[src/gsc_pkg.sv]
// gated switch control: shared constants, register map and types
// assumes a single 25 MHz clock and active-low asynchronous reset
package gsc_pkg;

   // -----------------------------------------------------------------
   // clock and timing
   // -----------------------------------------------------------------
   localparam int CLK_HZ = 25_000_000;
   localparam int CLK_NS = 40;
   localparam int FREQ_44K_HZ = 44_000;
   localparam int FREQ_100K_HZ = 100_000;
   localparam int FREQ_136K_HZ = 136_000;
   localparam int DUTY_PCT = 77;
   localparam int PCT_FULL = 100;
   localparam int LEB_NS = 200;
   localparam int LEB_CYC = (LEB_NS + CLK_NS - 1) / CLK_NS;
   localparam int DITHER_STEPS = 16;

   // -----------------------------------------------------------------
   // register map (byte addresses)
   // -----------------------------------------------------------------
   localparam logic [7:0] ADDR_CTRL = 8'h00;
   localparam logic [7:0] ADDR_STATE = 8'h04;
   localparam logic [7:0] ADDR_IRQ_STATUS = 8'h08;
   localparam logic [7:0] ADDR_IRQ_MASK = 8'h0C;
   localparam logic [7:0] ADDR_PERIOD = 8'h10;

   localparam int CTRL_RUN_BIT = 0;
   localparam int CTRL_DITHER_BIT = 1;
   localparam logic [1:0] CTRL_RESET = 2'h3;

   localparam int IRQ_W = 4;
   localparam int IRQ_FAULT_BIT = 0;
   localparam int IRQ_LOCKOUT_BIT = 1;
   localparam int IRQ_ILIM_BIT = 2;
   localparam int IRQ_RECOVER_BIT = 3;
   localparam logic [3:0] IRQ_MASK_RESET = 4'h0;

   // -----------------------------------------------------------------
   // supply mode states
   // -----------------------------------------------------------------
   typedef enum logic [2:0] {
      gsc_lockout,
      gsc_run,
      gsc_fault_drain,
      gsc_fault_charge
   } gsc_mode_type;

endpackage : gsc_pkg

[src/gsc_top.sv]
// gated switch control: oscillator, latches, blanking, supply modes, apb
// assumes comparator flags already synchronous to pclk
//
// Implementation choices: register access over APB and the placing of the registers.
`timescale 1ns/1ps
`default_nettype none

module gsc_top
   import gsc_pkg::*;
#(
   parameter int FREQ_OPT = 1,
   parameter int CNT_W = 12
)
(
   input wire logic pclk,
   input wire logic presetn,
   input wire logic psel,
   input wire logic penable,
   input wire logic pwrite,
   input wire logic [7:0] paddr,
   input wire logic [31:0] pwdata,
   output logic [31:0] prdata,
   output logic pready,
   output logic pslverr,
   input wire logic ctrl_flag,
   input wire logic ilim_flag,
   input wire logic supply_at_on,
   input wire logic supply_at_off,
   input wire logic supply_at_reset,
   input wire logic supply_lockout,
   output logic switch_drive,
   output logic startup_source_on,
   output logic low_power,
   output logic irq
);

   // -----------------------------------------------------------------
   // derived oscillator figures
   // -----------------------------------------------------------------
   localparam int FREQ_HZ = (FREQ_OPT == 0) ? FREQ_44K_HZ :
                            (FREQ_OPT == 1) ? FREQ_100K_HZ : FREQ_136K_HZ;
   localparam int BASE_CYC = CLK_HZ / FREQ_HZ;
   localparam int LOW_CYC = BASE_CYC - DITHER_STEPS / 2;
   localparam logic [CNT_W-1:0] LOW_PERIOD = CNT_W'(LOW_CYC);
   localparam logic [CNT_W-1:0] BLANK_LOAD = CNT_W'(LEB_CYC);

   initial
   begin
      if (FREQ_OPT < 0 || FREQ_OPT > 2)
         $error("FREQ_OPT must be 0, 1 or 2");
      if ((BASE_CYC + DITHER_STEPS) >= (1 << CNT_W))
         $error("CNT_W too narrow for oscillator period");
   end

   // -----------------------------------------------------------------
   // control registers
   // -----------------------------------------------------------------
   logic [1:0] ctrl;
   logic [IRQ_W-1:0] irq_status;
   logic [IRQ_W-1:0] irq_mask;
   logic [IRQ_W-1:0] irq_event;
   gsc_mode_type mode;
   gsc_mode_type next_mode;

   logic bus_access;
   logic bus_commit;
   logic addr_ok;
   assign bus_access = psel && penable && !pready;
   assign bus_commit = psel && penable && pready;
   assign addr_ok = (paddr == ADDR_CTRL) || (paddr == ADDR_STATE) ||
                    (paddr == ADDR_IRQ_STATUS) || (paddr == ADDR_IRQ_MASK) ||
                    (paddr == ADDR_PERIOD);

   // -----------------------------------------------------------------
   // oscillator with supply driven sweep
   // -----------------------------------------------------------------
   logic [CNT_W-1:0] osc_cnt;
   logic [CNT_W-1:0] period;
   logic [CNT_W-1:0] on_limit;
   logic [CNT_W-1:0] dither;
   logic [CNT_W-1:0] next_period;
   logic osc;
   logic osc_wrap;

   assign osc_wrap = (osc_cnt == period - CNT_W'(1));
   assign next_period = LOW_PERIOD + (ctrl[CTRL_DITHER_BIT] ? dither : '0);

   always_ff @(posedge pclk or negedge presetn)
   begin
      if (!presetn)
         osc_cnt <= '0;
      else if (osc_wrap)
         osc_cnt <= '0;
      else
         osc_cnt <= osc_cnt + CNT_W'(1);
   end

   // supply rising while charged, falling otherwise: sweep follows it
   always_ff @(posedge pclk or negedge presetn)
   begin
      if (!presetn)
         dither <= '0;
      else if (osc_wrap && startup_source_on && dither < CNT_W'(DITHER_STEPS))
         dither <= dither + CNT_W'(1);
      else if (osc_wrap && !startup_source_on && dither != '0)
         dither <= dither - CNT_W'(1);
   end

   // period and on-time taken at each period boundary
   always_ff @(posedge pclk or negedge presetn)
   begin
      if (!presetn)
      begin
         period <= CNT_W'(BASE_CYC);
         on_limit <= CNT_W'(BASE_CYC * DUTY_PCT / PCT_FULL);
      end
      else if (osc_wrap)
      begin
         period <= next_period;
         // product formed at 32 bits, the counter width would wrap it
         on_limit <= CNT_W'((32'(next_period) * DUTY_PCT) / PCT_FULL);
      end
   end

   always_ff @(posedge pclk or negedge presetn)
   begin
      if (!presetn)
         osc <= 1'b0;
      else
         osc <= !osc_wrap && (osc_cnt + CNT_W'(1) < on_limit);
   end

   // -----------------------------------------------------------------
   // turn-on and turn-off latches, blanking
   // -----------------------------------------------------------------
   logic on_latch;
   logic on_latch_d;
   logic off_latch;
   logic [CNT_W-1:0] blank_cnt;
   logic ilim_seen;
   logic switching_ok;

   assign ilim_seen = ilim_flag && (blank_cnt == '0);
   assign switching_ok = (mode == gsc_run) && ctrl[CTRL_RUN_BIT];

   always_ff @(posedge pclk or negedge presetn)
   begin
      if (!presetn)
         on_latch <= 1'b0;
      else if (!osc)
         on_latch <= 1'b0;
      else if (!ctrl_flag)
         on_latch <= 1'b1;
   end

   always_ff @(posedge pclk or negedge presetn)
   begin
      if (!presetn)
         on_latch_d <= 1'b0;
      else
         on_latch_d <= on_latch;
   end

   always_ff @(posedge pclk or negedge presetn)
   begin
      if (!presetn)
         off_latch <= 1'b0;
      else if (!osc || ctrl_flag || ilim_seen)
         off_latch <= 1'b0;
      else if (on_latch && !on_latch_d)
         off_latch <= 1'b1;
   end

   always_ff @(posedge pclk or negedge presetn)
   begin
      if (!presetn)
         blank_cnt <= '0;
      else if (on_latch && !on_latch_d)
         blank_cnt <= BLANK_LOAD;
      else if (blank_cnt != '0)
         blank_cnt <= blank_cnt - CNT_W'(1);
   end

   always_ff @(posedge pclk or negedge presetn)
   begin
      if (!presetn)
         switch_drive <= 1'b0;
      else
         switch_drive <= off_latch && osc && !ilim_seen && !supply_lockout &&
                         switching_ok;
   end

   // -----------------------------------------------------------------
   // supply modes and fault timer
   // -----------------------------------------------------------------
   logic timing;
   logic ctrl_seen;
   logic timer_end;

   assign timer_end = (mode == gsc_run) && timing && supply_at_off;

   always_comb
   begin
      next_mode = mode;
      unique case (mode)
         gsc_lockout:
            if (supply_at_on && !supply_lockout)
               next_mode = gsc_run;
         gsc_run:
            if (timer_end && !ctrl_seen && !ctrl_flag)
               next_mode = gsc_fault_drain;
            else if (supply_lockout)
               next_mode = gsc_lockout;
         gsc_fault_drain:
            if (supply_at_reset)
               next_mode = gsc_fault_charge;
         gsc_fault_charge:
            if (supply_at_on)
               next_mode = gsc_run;
         default:
            next_mode = gsc_lockout;
      endcase
   end

   always_ff @(posedge pclk or negedge presetn)
   begin
      if (!presetn)
         mode <= gsc_lockout;
      else
         mode <= next_mode;
   end

   // timer period opens at the upper threshold, closes at the lower one
   always_ff @(posedge pclk or negedge presetn)
   begin
      if (!presetn)
         timing <= 1'b0;
      else if (next_mode != gsc_run)
         timing <= 1'b0;
      else if (supply_at_on)
         timing <= 1'b1;
      else if (timer_end)
         timing <= 1'b0;
   end

   always_ff @(posedge pclk or negedge presetn)
   begin
      if (!presetn)
         ctrl_seen <= 1'b0;
      else if (supply_at_on || next_mode != gsc_run)
         ctrl_seen <= 1'b0;
      else if (ctrl_flag)
         ctrl_seen <= 1'b1;
   end

   // hysteretic self supply and recharge control
   always_ff @(posedge pclk or negedge presetn)
   begin
      if (!presetn)
         startup_source_on <= 1'b1;
      else
         unique case (next_mode)
            gsc_lockout:
               startup_source_on <= 1'b1;
            gsc_fault_drain:
               startup_source_on <= 1'b0;
            gsc_fault_charge:
               startup_source_on <= 1'b1;
            gsc_run:
               if (supply_at_on)
                  startup_source_on <= 1'b0;
               else if (supply_at_off)
                  startup_source_on <= 1'b1;
            default:
               startup_source_on <= 1'b1;
         endcase
   end

   always_ff @(posedge pclk or negedge presetn)
   begin
      if (!presetn)
         low_power <= 1'b0;
      else
         low_power <= (next_mode == gsc_fault_drain);
   end

   // -----------------------------------------------------------------
   // interrupts
   // -----------------------------------------------------------------
   always_comb
   begin
      irq_event = '0;
      irq_event[IRQ_FAULT_BIT] = (mode == gsc_run) && (next_mode == gsc_fault_drain);
      irq_event[IRQ_LOCKOUT_BIT] = (mode == gsc_run) && (next_mode == gsc_lockout);
      irq_event[IRQ_ILIM_BIT] = off_latch && ilim_seen;
      irq_event[IRQ_RECOVER_BIT] = (mode == gsc_fault_charge) && (next_mode == gsc_run);
   end

   // set wins over a simultaneous write-one clear
   always_ff @(posedge pclk or negedge presetn)
   begin
      if (!presetn)
         irq_status <= '0;
      else if (bus_commit && pwrite && paddr == ADDR_IRQ_STATUS)
         irq_status <= (irq_status & ~pwdata[IRQ_W-1:0]) | irq_event;
      else
         irq_status <= irq_status | irq_event;
   end

   always_ff @(posedge pclk or negedge presetn)
   begin
      if (!presetn)
         irq <= 1'b0;
      else
         irq <= |(irq_status & irq_mask);
   end

   // -----------------------------------------------------------------
   // apb slave: one wait state, pslverr on unmapped addresses
   // -----------------------------------------------------------------
   always_ff @(posedge pclk or negedge presetn)
   begin
      if (!presetn)
         pready <= 1'b0;
      else
         pready <= bus_access;
   end

   always_ff @(posedge pclk or negedge presetn)
   begin
      if (!presetn)
         pslverr <= 1'b0;
      else
         pslverr <= bus_access && !addr_ok;
   end

   always_ff @(posedge pclk or negedge presetn)
   begin
      if (!presetn)
         prdata <= '0;
      else if (bus_access && !pwrite)
         unique case (paddr)
            ADDR_CTRL: prdata <= {30'h0, ctrl};
            ADDR_STATE: prdata <= {23'h0, ctrl_seen, timing, off_latch, on_latch, osc,
                                   low_power, 3'(mode)};
            ADDR_IRQ_STATUS: prdata <= {28'h0, irq_status};
            ADDR_IRQ_MASK: prdata <= {28'h0, irq_mask};
            ADDR_PERIOD: prdata <= 32'(period);
            default: prdata <= '0;
         endcase
      else if (bus_access)
         prdata <= '0;
   end

   always_ff @(posedge pclk or negedge presetn)
   begin
      if (!presetn)
         ctrl <= CTRL_RESET;
      else if (bus_commit && pwrite && paddr == ADDR_CTRL)
         ctrl <= pwdata[1:0];
   end

   always_ff @(posedge pclk or negedge presetn)
   begin
      if (!presetn)
         irq_mask <= IRQ_MASK_RESET;
      else if (bus_commit && pwrite && paddr == ADDR_IRQ_MASK)
         irq_mask <= pwdata[IRQ_W-1:0];
   end

   // -----------------------------------------------------------------
   // checks
   // -----------------------------------------------------------------
   logic [CNT_W-1:0] drive_run;
   logic [1:0] pulses;
   logic off_latch_d;

   always_ff @(posedge pclk or negedge presetn)
   begin
      if (!presetn)
         off_latch_d <= 1'b0;
      else
         off_latch_d <= off_latch;
   end

   always_ff @(posedge pclk or negedge presetn)
   begin
      if (!presetn)
         drive_run <= '0;
      else if (switch_drive)
         drive_run <= drive_run + CNT_W'(1);
      else
         drive_run <= '0;
   end

   always_ff @(posedge pclk or negedge presetn)
   begin
      if (!presetn)
         pulses <= '0;
      else if (!osc)
         pulses <= '0;
      else if (off_latch && !off_latch_d && pulses != 2'h3)
         pulses <= pulses + 2'h1;
   end

   a_duty_limit: assert property (@(posedge pclk) disable iff (!presetn)
      drive_run <= on_limit)
      else $error("switch on longer than duty limit");

   a_onlatch_clear: assert property (@(posedge pclk) disable iff (!presetn)
      !osc |=> !on_latch)
      else $error("turn-on latch not cleared in off time");

   a_ctrl_blocks: assert property (@(posedge pclk) disable iff (!presetn)
      ctrl_flag |=> !off_latch ##1 !switch_drive)
      else $error("control flag did not end conduction");

   a_ilim_trip: assert property (@(posedge pclk) disable iff (!presetn)
      (ilim_flag && blank_cnt == '0) |=> !off_latch)
      else $error("current limit did not reset turn-off latch");

   a_single_pulse: assert property (@(posedge pclk) disable iff (!presetn)
      pulses <= 2'h1)
      else $error("more than one pulse in a period");

   a_leb_window: assert property (@(posedge pclk) disable iff (!presetn)
      (on_latch && !on_latch_d) |=> (blank_cnt == BLANK_LOAD))
      else $error("blanking not started at turn-on");

   a_leb_mask: assert property (@(posedge pclk) disable iff (!presetn)
      (off_latch && blank_cnt != '0 && osc && !ctrl_flag) |=> off_latch)
      else $error("current limit not masked while blanking");

   a_lockout_src: assert property (@(posedge pclk) disable iff (!presetn)
      (mode == gsc_run && supply_lockout && !timer_end) |=> ##1
      (startup_source_on && !switch_drive))
      else $error("lockout did not restart startup phase");

   a_fault_entry: assert property (@(posedge pclk) disable iff (!presetn)
      (timer_end && !ctrl_seen && !ctrl_flag) |=> (mode == gsc_fault_drain) ##1
      (low_power && !startup_source_on))
      else $error("missing fault after silent timer period");

   a_fault_restart: assert property (@(posedge pclk) disable iff (!presetn)
      (mode == gsc_fault_charge && supply_at_on) |=> (mode == gsc_run) && timing)
      else $error("burst restart did not rerun timer");

   a_drive_gate: assert property (@(posedge pclk) disable iff (!presetn)
      switch_drive |-> $past(off_latch && osc && mode == gsc_run))
      else $error("drive without latch, oscillator or run mode");

endmodule : gsc_top

`default_nettype wire

[config.mk]
export PLATFORM = sky130hd
export DESIGN_NAME = gsc_top
export DESIGN_NICKNAME = d
export VERILOG_FILES = /design/src/gsc_pkg.sv /design/src/gsc_top.sv
export SDC_FILE = /design/constraint.sdc
export NUM_CORES = 1
export LEC_CHECK = 0
export ABC_AREA = 1
export BUFFER_PORTS_ARGS = -buffer_cell sky130_fd_sc_hd__buf_2
export CAP_MARGIN = 40
export CORE_MARGIN = 2
export CORE_UTILIZATION = 55
export CTS_BUF_LIST = sky130_fd_sc_hd__clkbuf_8
export CTS_CLUSTER_SIZE = 14
export DETAILED_ROUTE_END_ITERATION = 8
export HOLD_SLACK_MARGIN = 0.03
export PLACE_DENSITY = 0.8
export SLEW_MARGIN = 20
export SYNTH_ARGS = -nofsm -noshare
export SYNTH_HDL_FRONTEND = slang
export SYNTH_SLANG_ARGS = --single-unit
[constraint.sdc]
create_clock -name pclk -period 10.6 [get_ports pclk]
set_clock_uncertainty 0.05 [all_clocks]
set_input_delay 2.12 -clock pclk [delete_from_list [all_inputs] [get_ports pclk]]
set_output_delay 2.12 -clock pclk [all_outputs]
set_load 0.02 [all_outputs]
Word-level counts from Yosys, hierarchy flattened
Index checks and enable logic that the tools add are counted.
{ "op_classes": {"mux": 28, "n_bitwise": 5, "add_sub_neg": 6, "div": 1, "n_mul": 1, "order_cmp": 2, "eq_ne": 13, "n_reduce_logical": 61} }
{ "op_table": {"columns": ["operator", "n"], "rows": [
  ["12-bit two-way mux", 6],
  ["32-bit two-way mux", 2],
  ["12-bit one-hot mux with 5 select lines", 1],
  ["12-bit by 1-bit subtractor with 12-bit output (second input constant)", 3],
  ["19-bit by 7-bit divider with 32-bit output (second input constant)", 1],
  ["1-bit logical AND", 30],
  ["12-bit by 1-bit adder with 12-bit output (second input constant)", 2],
  ["12-bit nonzero test", 2],
  ["12-bit by 7-bit multiplier with 19-bit output (second input constant)", 1],
  ["8-bit by 4-bit equality test with 1-bit output (second input constant)", 2],
  ["3-bit two-way mux", 5],
  ["8-bit by 12-bit adder with 12-bit output (first input constant)", 1],
  ["12-bit equality test", 1],
  ["12-bit logical NOT", 1],
  ["12-bit less-than comparator", 1],
  ["12-bit by 5-bit less-than comparator with 1-bit output (second input constant)", 1],
  ["3-bit one-hot mux with 4 select lines", 1],
  ["1-bit logical NOT", 11],
  ["1-bit two-way mux", 11],
  ["2-bit nonzero test", 5],
  ["3-bit by 2-bit equality test with 1-bit output (second input constant)", 3],
  ["4-bit AND", 2],
  ["8-bit by 3-bit equality test with 1-bit output (second input constant)", 1],
  ["8-bit by 5-bit equality test with 1-bit output (second input constant)", 1],
  ["other kinds (13)", 22]
]} }
{ "totals": {"register_bits": 117, "inputBits": 51, "wordCells": 139, "out_inout_bits": 38} }

Logic depth before layout (Yosys ltp)
{ "logic_depth": {"word_depth": 11, "depth_mapped": 89, "ltp_nobuf": 87} }

Least setup slack after synthesis
OpenSTA, ideal clock, no wires.
{ "synth_timing": {"path_type": "register to register", "from": "register ctrl[1]", "to": "register on_limit[0]", "path_stages_with_launch": 84, "t_required_ps": 10433, "synth_period_minus_slack_ps": 9642, "setup_ps": 117, "arrival_ps": 9475, "setup_slack_ps": 958, "path_buffers": 2, "cell_sequence": "dfstp_2 -> clkbuf_1 -> clkbuf_1 -> nand2_1 -> inv_1 -> ha_1 -> nand3_1 -> nand2_1 -> nor3_1 -> a21oi_1 -> nor2_1 -> a21oi_1 -> inv_1 -> ha_1 -> ha_1 -> fa_1 -> inv_1 -> fa_1 -> (+48 left out) -> a21oi_1 -> nand2_1 -> nand2_2 -> nand3_2 -> nand2_4 -> nand2_1 -> nand2_2 -> nor2_4 -> nand2_4 -> nand2_4 -> nand2_1 -> nand2_2 -> nor2_1 -> nand2_2 -> nand2_1 -> nand3_1 -> nand3_1 -> nand2_1"} }
{ "synth_via": {"elab_chain_len": 4} }
{ "synth_lines": {"columns": ["element", "line", "rtl"], "rows": [
  ["start, declared", "gsc_top.sv:58", "logic [1:0] ctrl;"],
  ["start signal, assigned", "gsc_top.sv:360", "ctrl <= pwdata[1:0];"],
  ["12-bit two-way mux", "gsc_top.sv:86", "assign next_period = LOW_PERIOD + (ctrl[CTRL_DITHER_BIT] ? dither : '0);"],
  ["8-bit by 12-bit adder with 12-bit output", "gsc_top.sv:86", null],
  ["via next_period[1]", "gsc_top.sv:81", "logic [CNT_W-1:0] next_period;"],
  ["12-bit by 7-bit multiplier with 19-bit output", "gsc_top.sv:121", "on_limit <= CNT_W'((32'(next_period) * DUTY_PCT) / PCT_FULL);"],
  ["19-bit by 7-bit divider with 32-bit output", "gsc_top.sv:121", null],
  ["end signal, assigned", "gsc_top.sv:115", "on_limit <= CNT_W'(BASE_CYC * DUTY_PCT / PCT_FULL);"],
  ["end signal, assigned", "gsc_top.sv:121", null],
  ["end, declared", "gsc_top.sv:79", "logic [CNT_W-1:0] on_limit;"]
]} }
The timed path passes the listed nets, and every way through them passes these cells.
A chain may end at the register's enable or synchronous reset.

Worst setup path after layout
Ends and elaborated chain as after synthesis.

==> run_summary.xml <==
<?xml version="1.0" encoding="UTF-8"?>
<metrics>
  <group name="cts">
    <metric name="root_buffer_selected_by_cts" unit="">clkbuf_8</metric>
    <metric name="clkSinkCount" unit="">97</metric>
    <metric name="cts_max_level" unit="">3</metric>
    <metric name="clkTransAtPathRegs" unit="ns">0.11</metric>
    <metric name="clock_insertion_delay_worst_skew" unit="ns">0.38</metric>
    <metric name="postCtsHoldBufs" unit="">0</metric>
    <metric name="maximum_clock_path_buffer_count" unit="">2</metric>
    <metric name="cts_buffer_count" unit="">9</metric>
    <metric name="cts_tree" unit="">yes</metric>
  </group>
  <group name="detailed_routing">
    <metric name="route.detailed.wl_per_inst" unit="microns">12.9</metric>
    <metric name="via_per_inst" unit="">5.26</metric>
    <metric name="ant_nets" unit="">0</metric>
    <metric name="drt_first_pass_iters" unit="">5</metric>
    <metric name="dr_total_vias" unit="">8542</metric>
    <metric name="drt-total-wl" unit="microns">20900</metric>
    <metric name="drt_first_iter_violations" unit="">532</metric>
    <metric name="route.detailed.drc" unit="">0</metric>
  </group>
  <group name="sta">
    <metric name="setup_viol" unit="">0</metric>
    <metric name="worstMarginPinSlew" unit="ns">0.810</metric>
    <metric name="slew_viol_final" unit="">0</metric>
    <metric name="maxSlewHeadroom" unit="%">45.6</metric>
    <metric name="report.final.hold_viol_count" unit="">0</metric>
    <metric name="clock_period_minus_final_worst_setup_slack" unit="ns">10.06</metric>
    <metric name="period_share" unit="%">94.9</metric>
    <metric name="achievable-frequency" unit="MHz">99.4</metric>
    <metric name="fin_tns_setup" unit="ns">0</metric>
  </group>
  <group name="power_and_ir_drop">
    <metric name="power.share.switching" unit="%">25.2</metric>
    <metric name="netSwitchingPower" unit="mW">0.166</metric>
    <metric name="combinationalPowerShare" unit="%">4.5</metric>
    <metric name="clkPwrFrac" unit="%">38.7</metric>
    <metric name="power.share.sequential" unit="%">56.8</metric>
    <metric name="vdd.ir_drop.worst" unit="mV">0.0699</metric>
    <metric name="power.static_leakage" unit="nW">5.68</metric>
    <metric name="internal-power" unit="mW">0.493</metric>
    <metric name="total_power_density_per_cell_area" unit="mW/mm^2">61.6</metric>
  </group>
  <group name="layout">
    <metric name="layout_fillers" unit="">1420</metric>
    <metric name="num_antenna_cells" unit="">0</metric>
    <metric name="multi_input_area" unit="sq mm">0.00632</metric>
    <metric name="finish.net_count" unit="">1538</metric>
    <metric name="sequential_cell_area" unit="sq mm">0.00244</metric>
    <metric name="syn2layout_area_growth" unit="%">14.2</metric>
    <metric name="share_of_post_route_cells_with_drive_strength_above_1" unit="%">20.4</metric>
    <metric name="post_layout_nonfiller_instances" unit="">1625</metric>
  </group>
  <group name="setup_path">
    <metric name="cpMaxStageDelayCell" unit="">dfstp_2</metric>
    <metric name="path_common_cell" unit="">nand2_4</metric>
    <metric name="cp.arrival" unit="ns">10.34</metric>
    <metric name="timing.setup.critical_path_class" unit="">reg -&gt; reg</metric>
    <metric name="timing.critical_path.buf_inv" unit="">5</metric>
    <metric name="path_max_fanout" unit="">8</metric>
    <metric name="critical_path.max_stage_delay" unit="ns">0.64</metric>
    <metric name="largest_delay_contributor_family_on_the_critical_path" unit="">simple AND/OR/NAND/NOR gates</metric>
    <metric name="worst-endpoint-required" unit="ns">10.88</metric>
    <metric name="timing.critical_path.from_type" unit="">flip-flop</metric>
    <metric name="critical_path.endpoint_type" unit="">flip-flop</metric>
  </group>
  <group name="global_routing">
    <metric name="grt_remaining_overflow" unit="">0</metric>
    <metric name="grt_max_degree" unit="">67</metric>
    <metric name="grt_first_pass_wirelength" unit="microns">34400</metric>
    <metric name="first_global_vias" unit="">8018</metric>
    <metric name="gr-usage-all-layers" unit="%">22.6</metric>
    <metric name="antenna_found_initial" unit="">0</metric>
  </group>
  <group name="synthesis">
    <metric name="async_sr_flop_fraction" unit="%">100</metric>
    <metric name="seq_area_frac_synth" unit="%">26.1</metric>
    <metric name="ys_types" unit="">56</metric>
    <metric name="synth_area" unit="sq mm">0.00936</metric>
    <metric name="primary_flip_flop_cell_chosen_by_synthesis_mapping" unit="">dfrtp_1</metric>
    <metric name="post_synth.cell_area_avg" unit="sq um">7.06</metric>
    <metric name="synth_edf_count" unit="">0</metric>
    <metric name="ys_seq_elements" unit="">97</metric>
    <metric name="postSynthCellCount" unit="">1325</metric>
    <metric name="synth.yosys.warnings" unit="">0</metric>
  </group>
  <group name="floorplanning">
    <metric name="starting_utilization_of_the_core_area" unit="%">56.4</metric>
    <metric name="dieWidth" unit="microns">134</metric>
    <metric name="top_level_ports" unit="">89</metric>
    <metric name="die_h" unit="microns">134</metric>
    <metric name="std_cell_rows" unit="">47</metric>
    <metric name="core-area" unit="sq mm">0.0166</metric>
    <metric name="die_area" unit="sq mm">0.0181</metric>
  </group>
  <group name="placed_design">
    <metric name="numPortBuffers" unit="">40</metric>
    <metric name="dp_hpwl" unit="microns">15500</metric>
    <metric name="routabilityCongestion" unit="">0.847</metric>
    <metric name="dpl.cell_count" unit="">1581</metric>
  </group>
  <group name="hold_path">
    <metric name="holdCritPathClass" unit="">reg -&gt; reg</metric>
  </group>
  <group name="status">
    <metric name="outcome" unit="">finished, final reports clean</metric>
  </group>
  <group name="flow_run">
    <metric name="maxCapViolations" unit="">0</metric>
  </group>
</metrics>
## cells by family (layout without fill, tap and decap cells)
kind of cell               after synthesis  after routing  synth area share [%]
xor gates and xnor gates                52             52                  4.87
other                                    1             21                0.0401
AOI/OAI and AO/OA                      167            167                  10.3
DFF                                     97             97                  26.1
muxes                                    1              1                 0.120
and+or+nand+nor                        640            640                  33.5
buffers and inverters                  280            340                  12.1
adders and majority gates               87             87                  13.0
## stage by stage
| step | worst slack [ns] | hold slack [ns] | power, mW | utilization, % | instance area, sq um |
|---|---|---|---|---|---|
| after CTS | 0.274 | 0.341 | 0.662 | 60.2 | 9980 |
| after floorplan | 0.958 | 0.304 | 0.400 | - | 9440 |
| final | 0.541 | 0.341 | 0.659 | 64.4 | 10700 |
| after global routing | -0.187 | 0.368 | 0.681 | 64.4 | 10700 |
| after detailed placement | 0.295 | 0.315 | 0.410 | 58.9 | 9770 |
| after global placement | 0.536 | 0.308 | 0.409 | 58.9 | 9770 |
## flip-flops by register name, indices dropped and copies added (netlist names)
name,cells
on_latch_d,1
timing,1
irq,1
dither,12
low_power,1
startup_source_on,1
on_limit,12
mode,3
pready,1
switch_drive,1
period,12
ctrl,2
prdata,12
on_latch,1
pslverr,1
off_latch,1
irq_mask,4
irq_status,4
ctrl_seen,1
osc,1
osc_cnt,12
blank_cnt,12
## area by class of cell
type | instances | area share, %
Clock buffer | 9 | 1.16
Sequential cell | 97 | 22.8
Clock inverter | 7 | 0.820
Inverter | 249 | 8.82
Tap cell | 220 | 2.58
Timing Repair Buffer | 75 | 4.61
Multi-Input combinational cell | 968 | 59.2
## cell usage after synthesis (18+ instances only)
cell | number | area (sq um)
nand4_1 | 18 | 113
nand2_1 | 314 | 1180
xor2_1 | 43 | 377
a21oi_1 | 44 | 220
nand3_1 | 84 | 420
nor2_1 | 89 | 334
inv_1 | 226 | 848
buf_4 | 21 | 158
nor3_1 | 19 | 95.1
o21ai_0 | 72 | 360
nand2_4 | 21 | 236
dfrtp_1 | 86 | 2150
nand2_2 | 44 | 275
ha_1 | 70 | 876
## power groups by stage
stage / Sequential, mW / Combinational, mW / Clock [mW]
after CTS: 0.374 / 0.0285 / 0.259
final: 0.374 / 0.0297 / 0.255
after floorplan: 0.382 / 0.0180 / 0
after global routing: 0.375 / 0.0334 / 0.273
after detailed placement: 0.381 / 0.0283 / 0
after global placement: 0.381 / 0.0279 / 0
## layer usage
layer / GRT usage (%) / vias to the layer above / share of wire, %
met4: 5.73 / 0 / 1.5
met2: 41.4 / 175 / 52
li1: - / 4337 / -
met3: 3.08 / 31 / 3.5
met5: 0 / - / 0
met1: 27.9 / 3999 / 43
## cell usage in the layout, fill, tap and decap left out, types with 11 or more instances in the layout
master and instances:
nor2_1 86, conb_1 21, fa_1 17, ha_1 58, nand3_2 14, a21oi_1 40
nand4_1 18, inv_2 20, o21ai_0 68, buf_4 33, dfstp_2 11, inv_1 222
nor3_1 17, nand3_1 79, buf_2 39, nand2_2 57, nand2_4 33, xor2_1 43
ha_4 12, nand2_1 288, dfrtp_1 86, nor2_4 12
## worst reg2reg max path, delay by kind of cell (launching register included)
family	cells	cell delay [ns]
compound gates	2	0.41
xor+xnor	1	0.20
fa+ha+maj	5	1.67
buf+inv	5	0.42
flops	1	0.64
simple gates	65	6.61
## final timing paths
path | start | slack (ns) | cells after the start | endpoint
min in group asynchronous | presetn | 1.61 | 1 | irq_mask[3]$_DFFE_PN0P_
worst max register to register | ctrl[1]$_DFFE_PN1P_ | 0.54 | 78 | on_limit[0]$_DFFE_PN0N_
max in group asynchronous | presetn | 7.99 | 3 | period[7]$_DFFE_PN1N_
worst min-delay path | on_latch$_DFFE_PN0P_ | 0.34 | 0 | on_latch_d$_DFF_PN0_
worst min register to register | on_latch$_DFFE_PN0P_ | 0.34 | 0 | on_latch_d$_DFF_PN0_
worst max-delay path | ctrl[1]$_DFFE_PN1P_ | 0.54 | 78 | on_limit[0]$_DFFE_PN0N_
## repair_timing
| action | in CTS | in global routing |
|---|---|---|
| setup buffers | 0 | 27 |
| gates resized for setup | 0 | 100 |
| setup endpoints to repair | 0 | 3 |
Power figures use the tool's default switching activity.
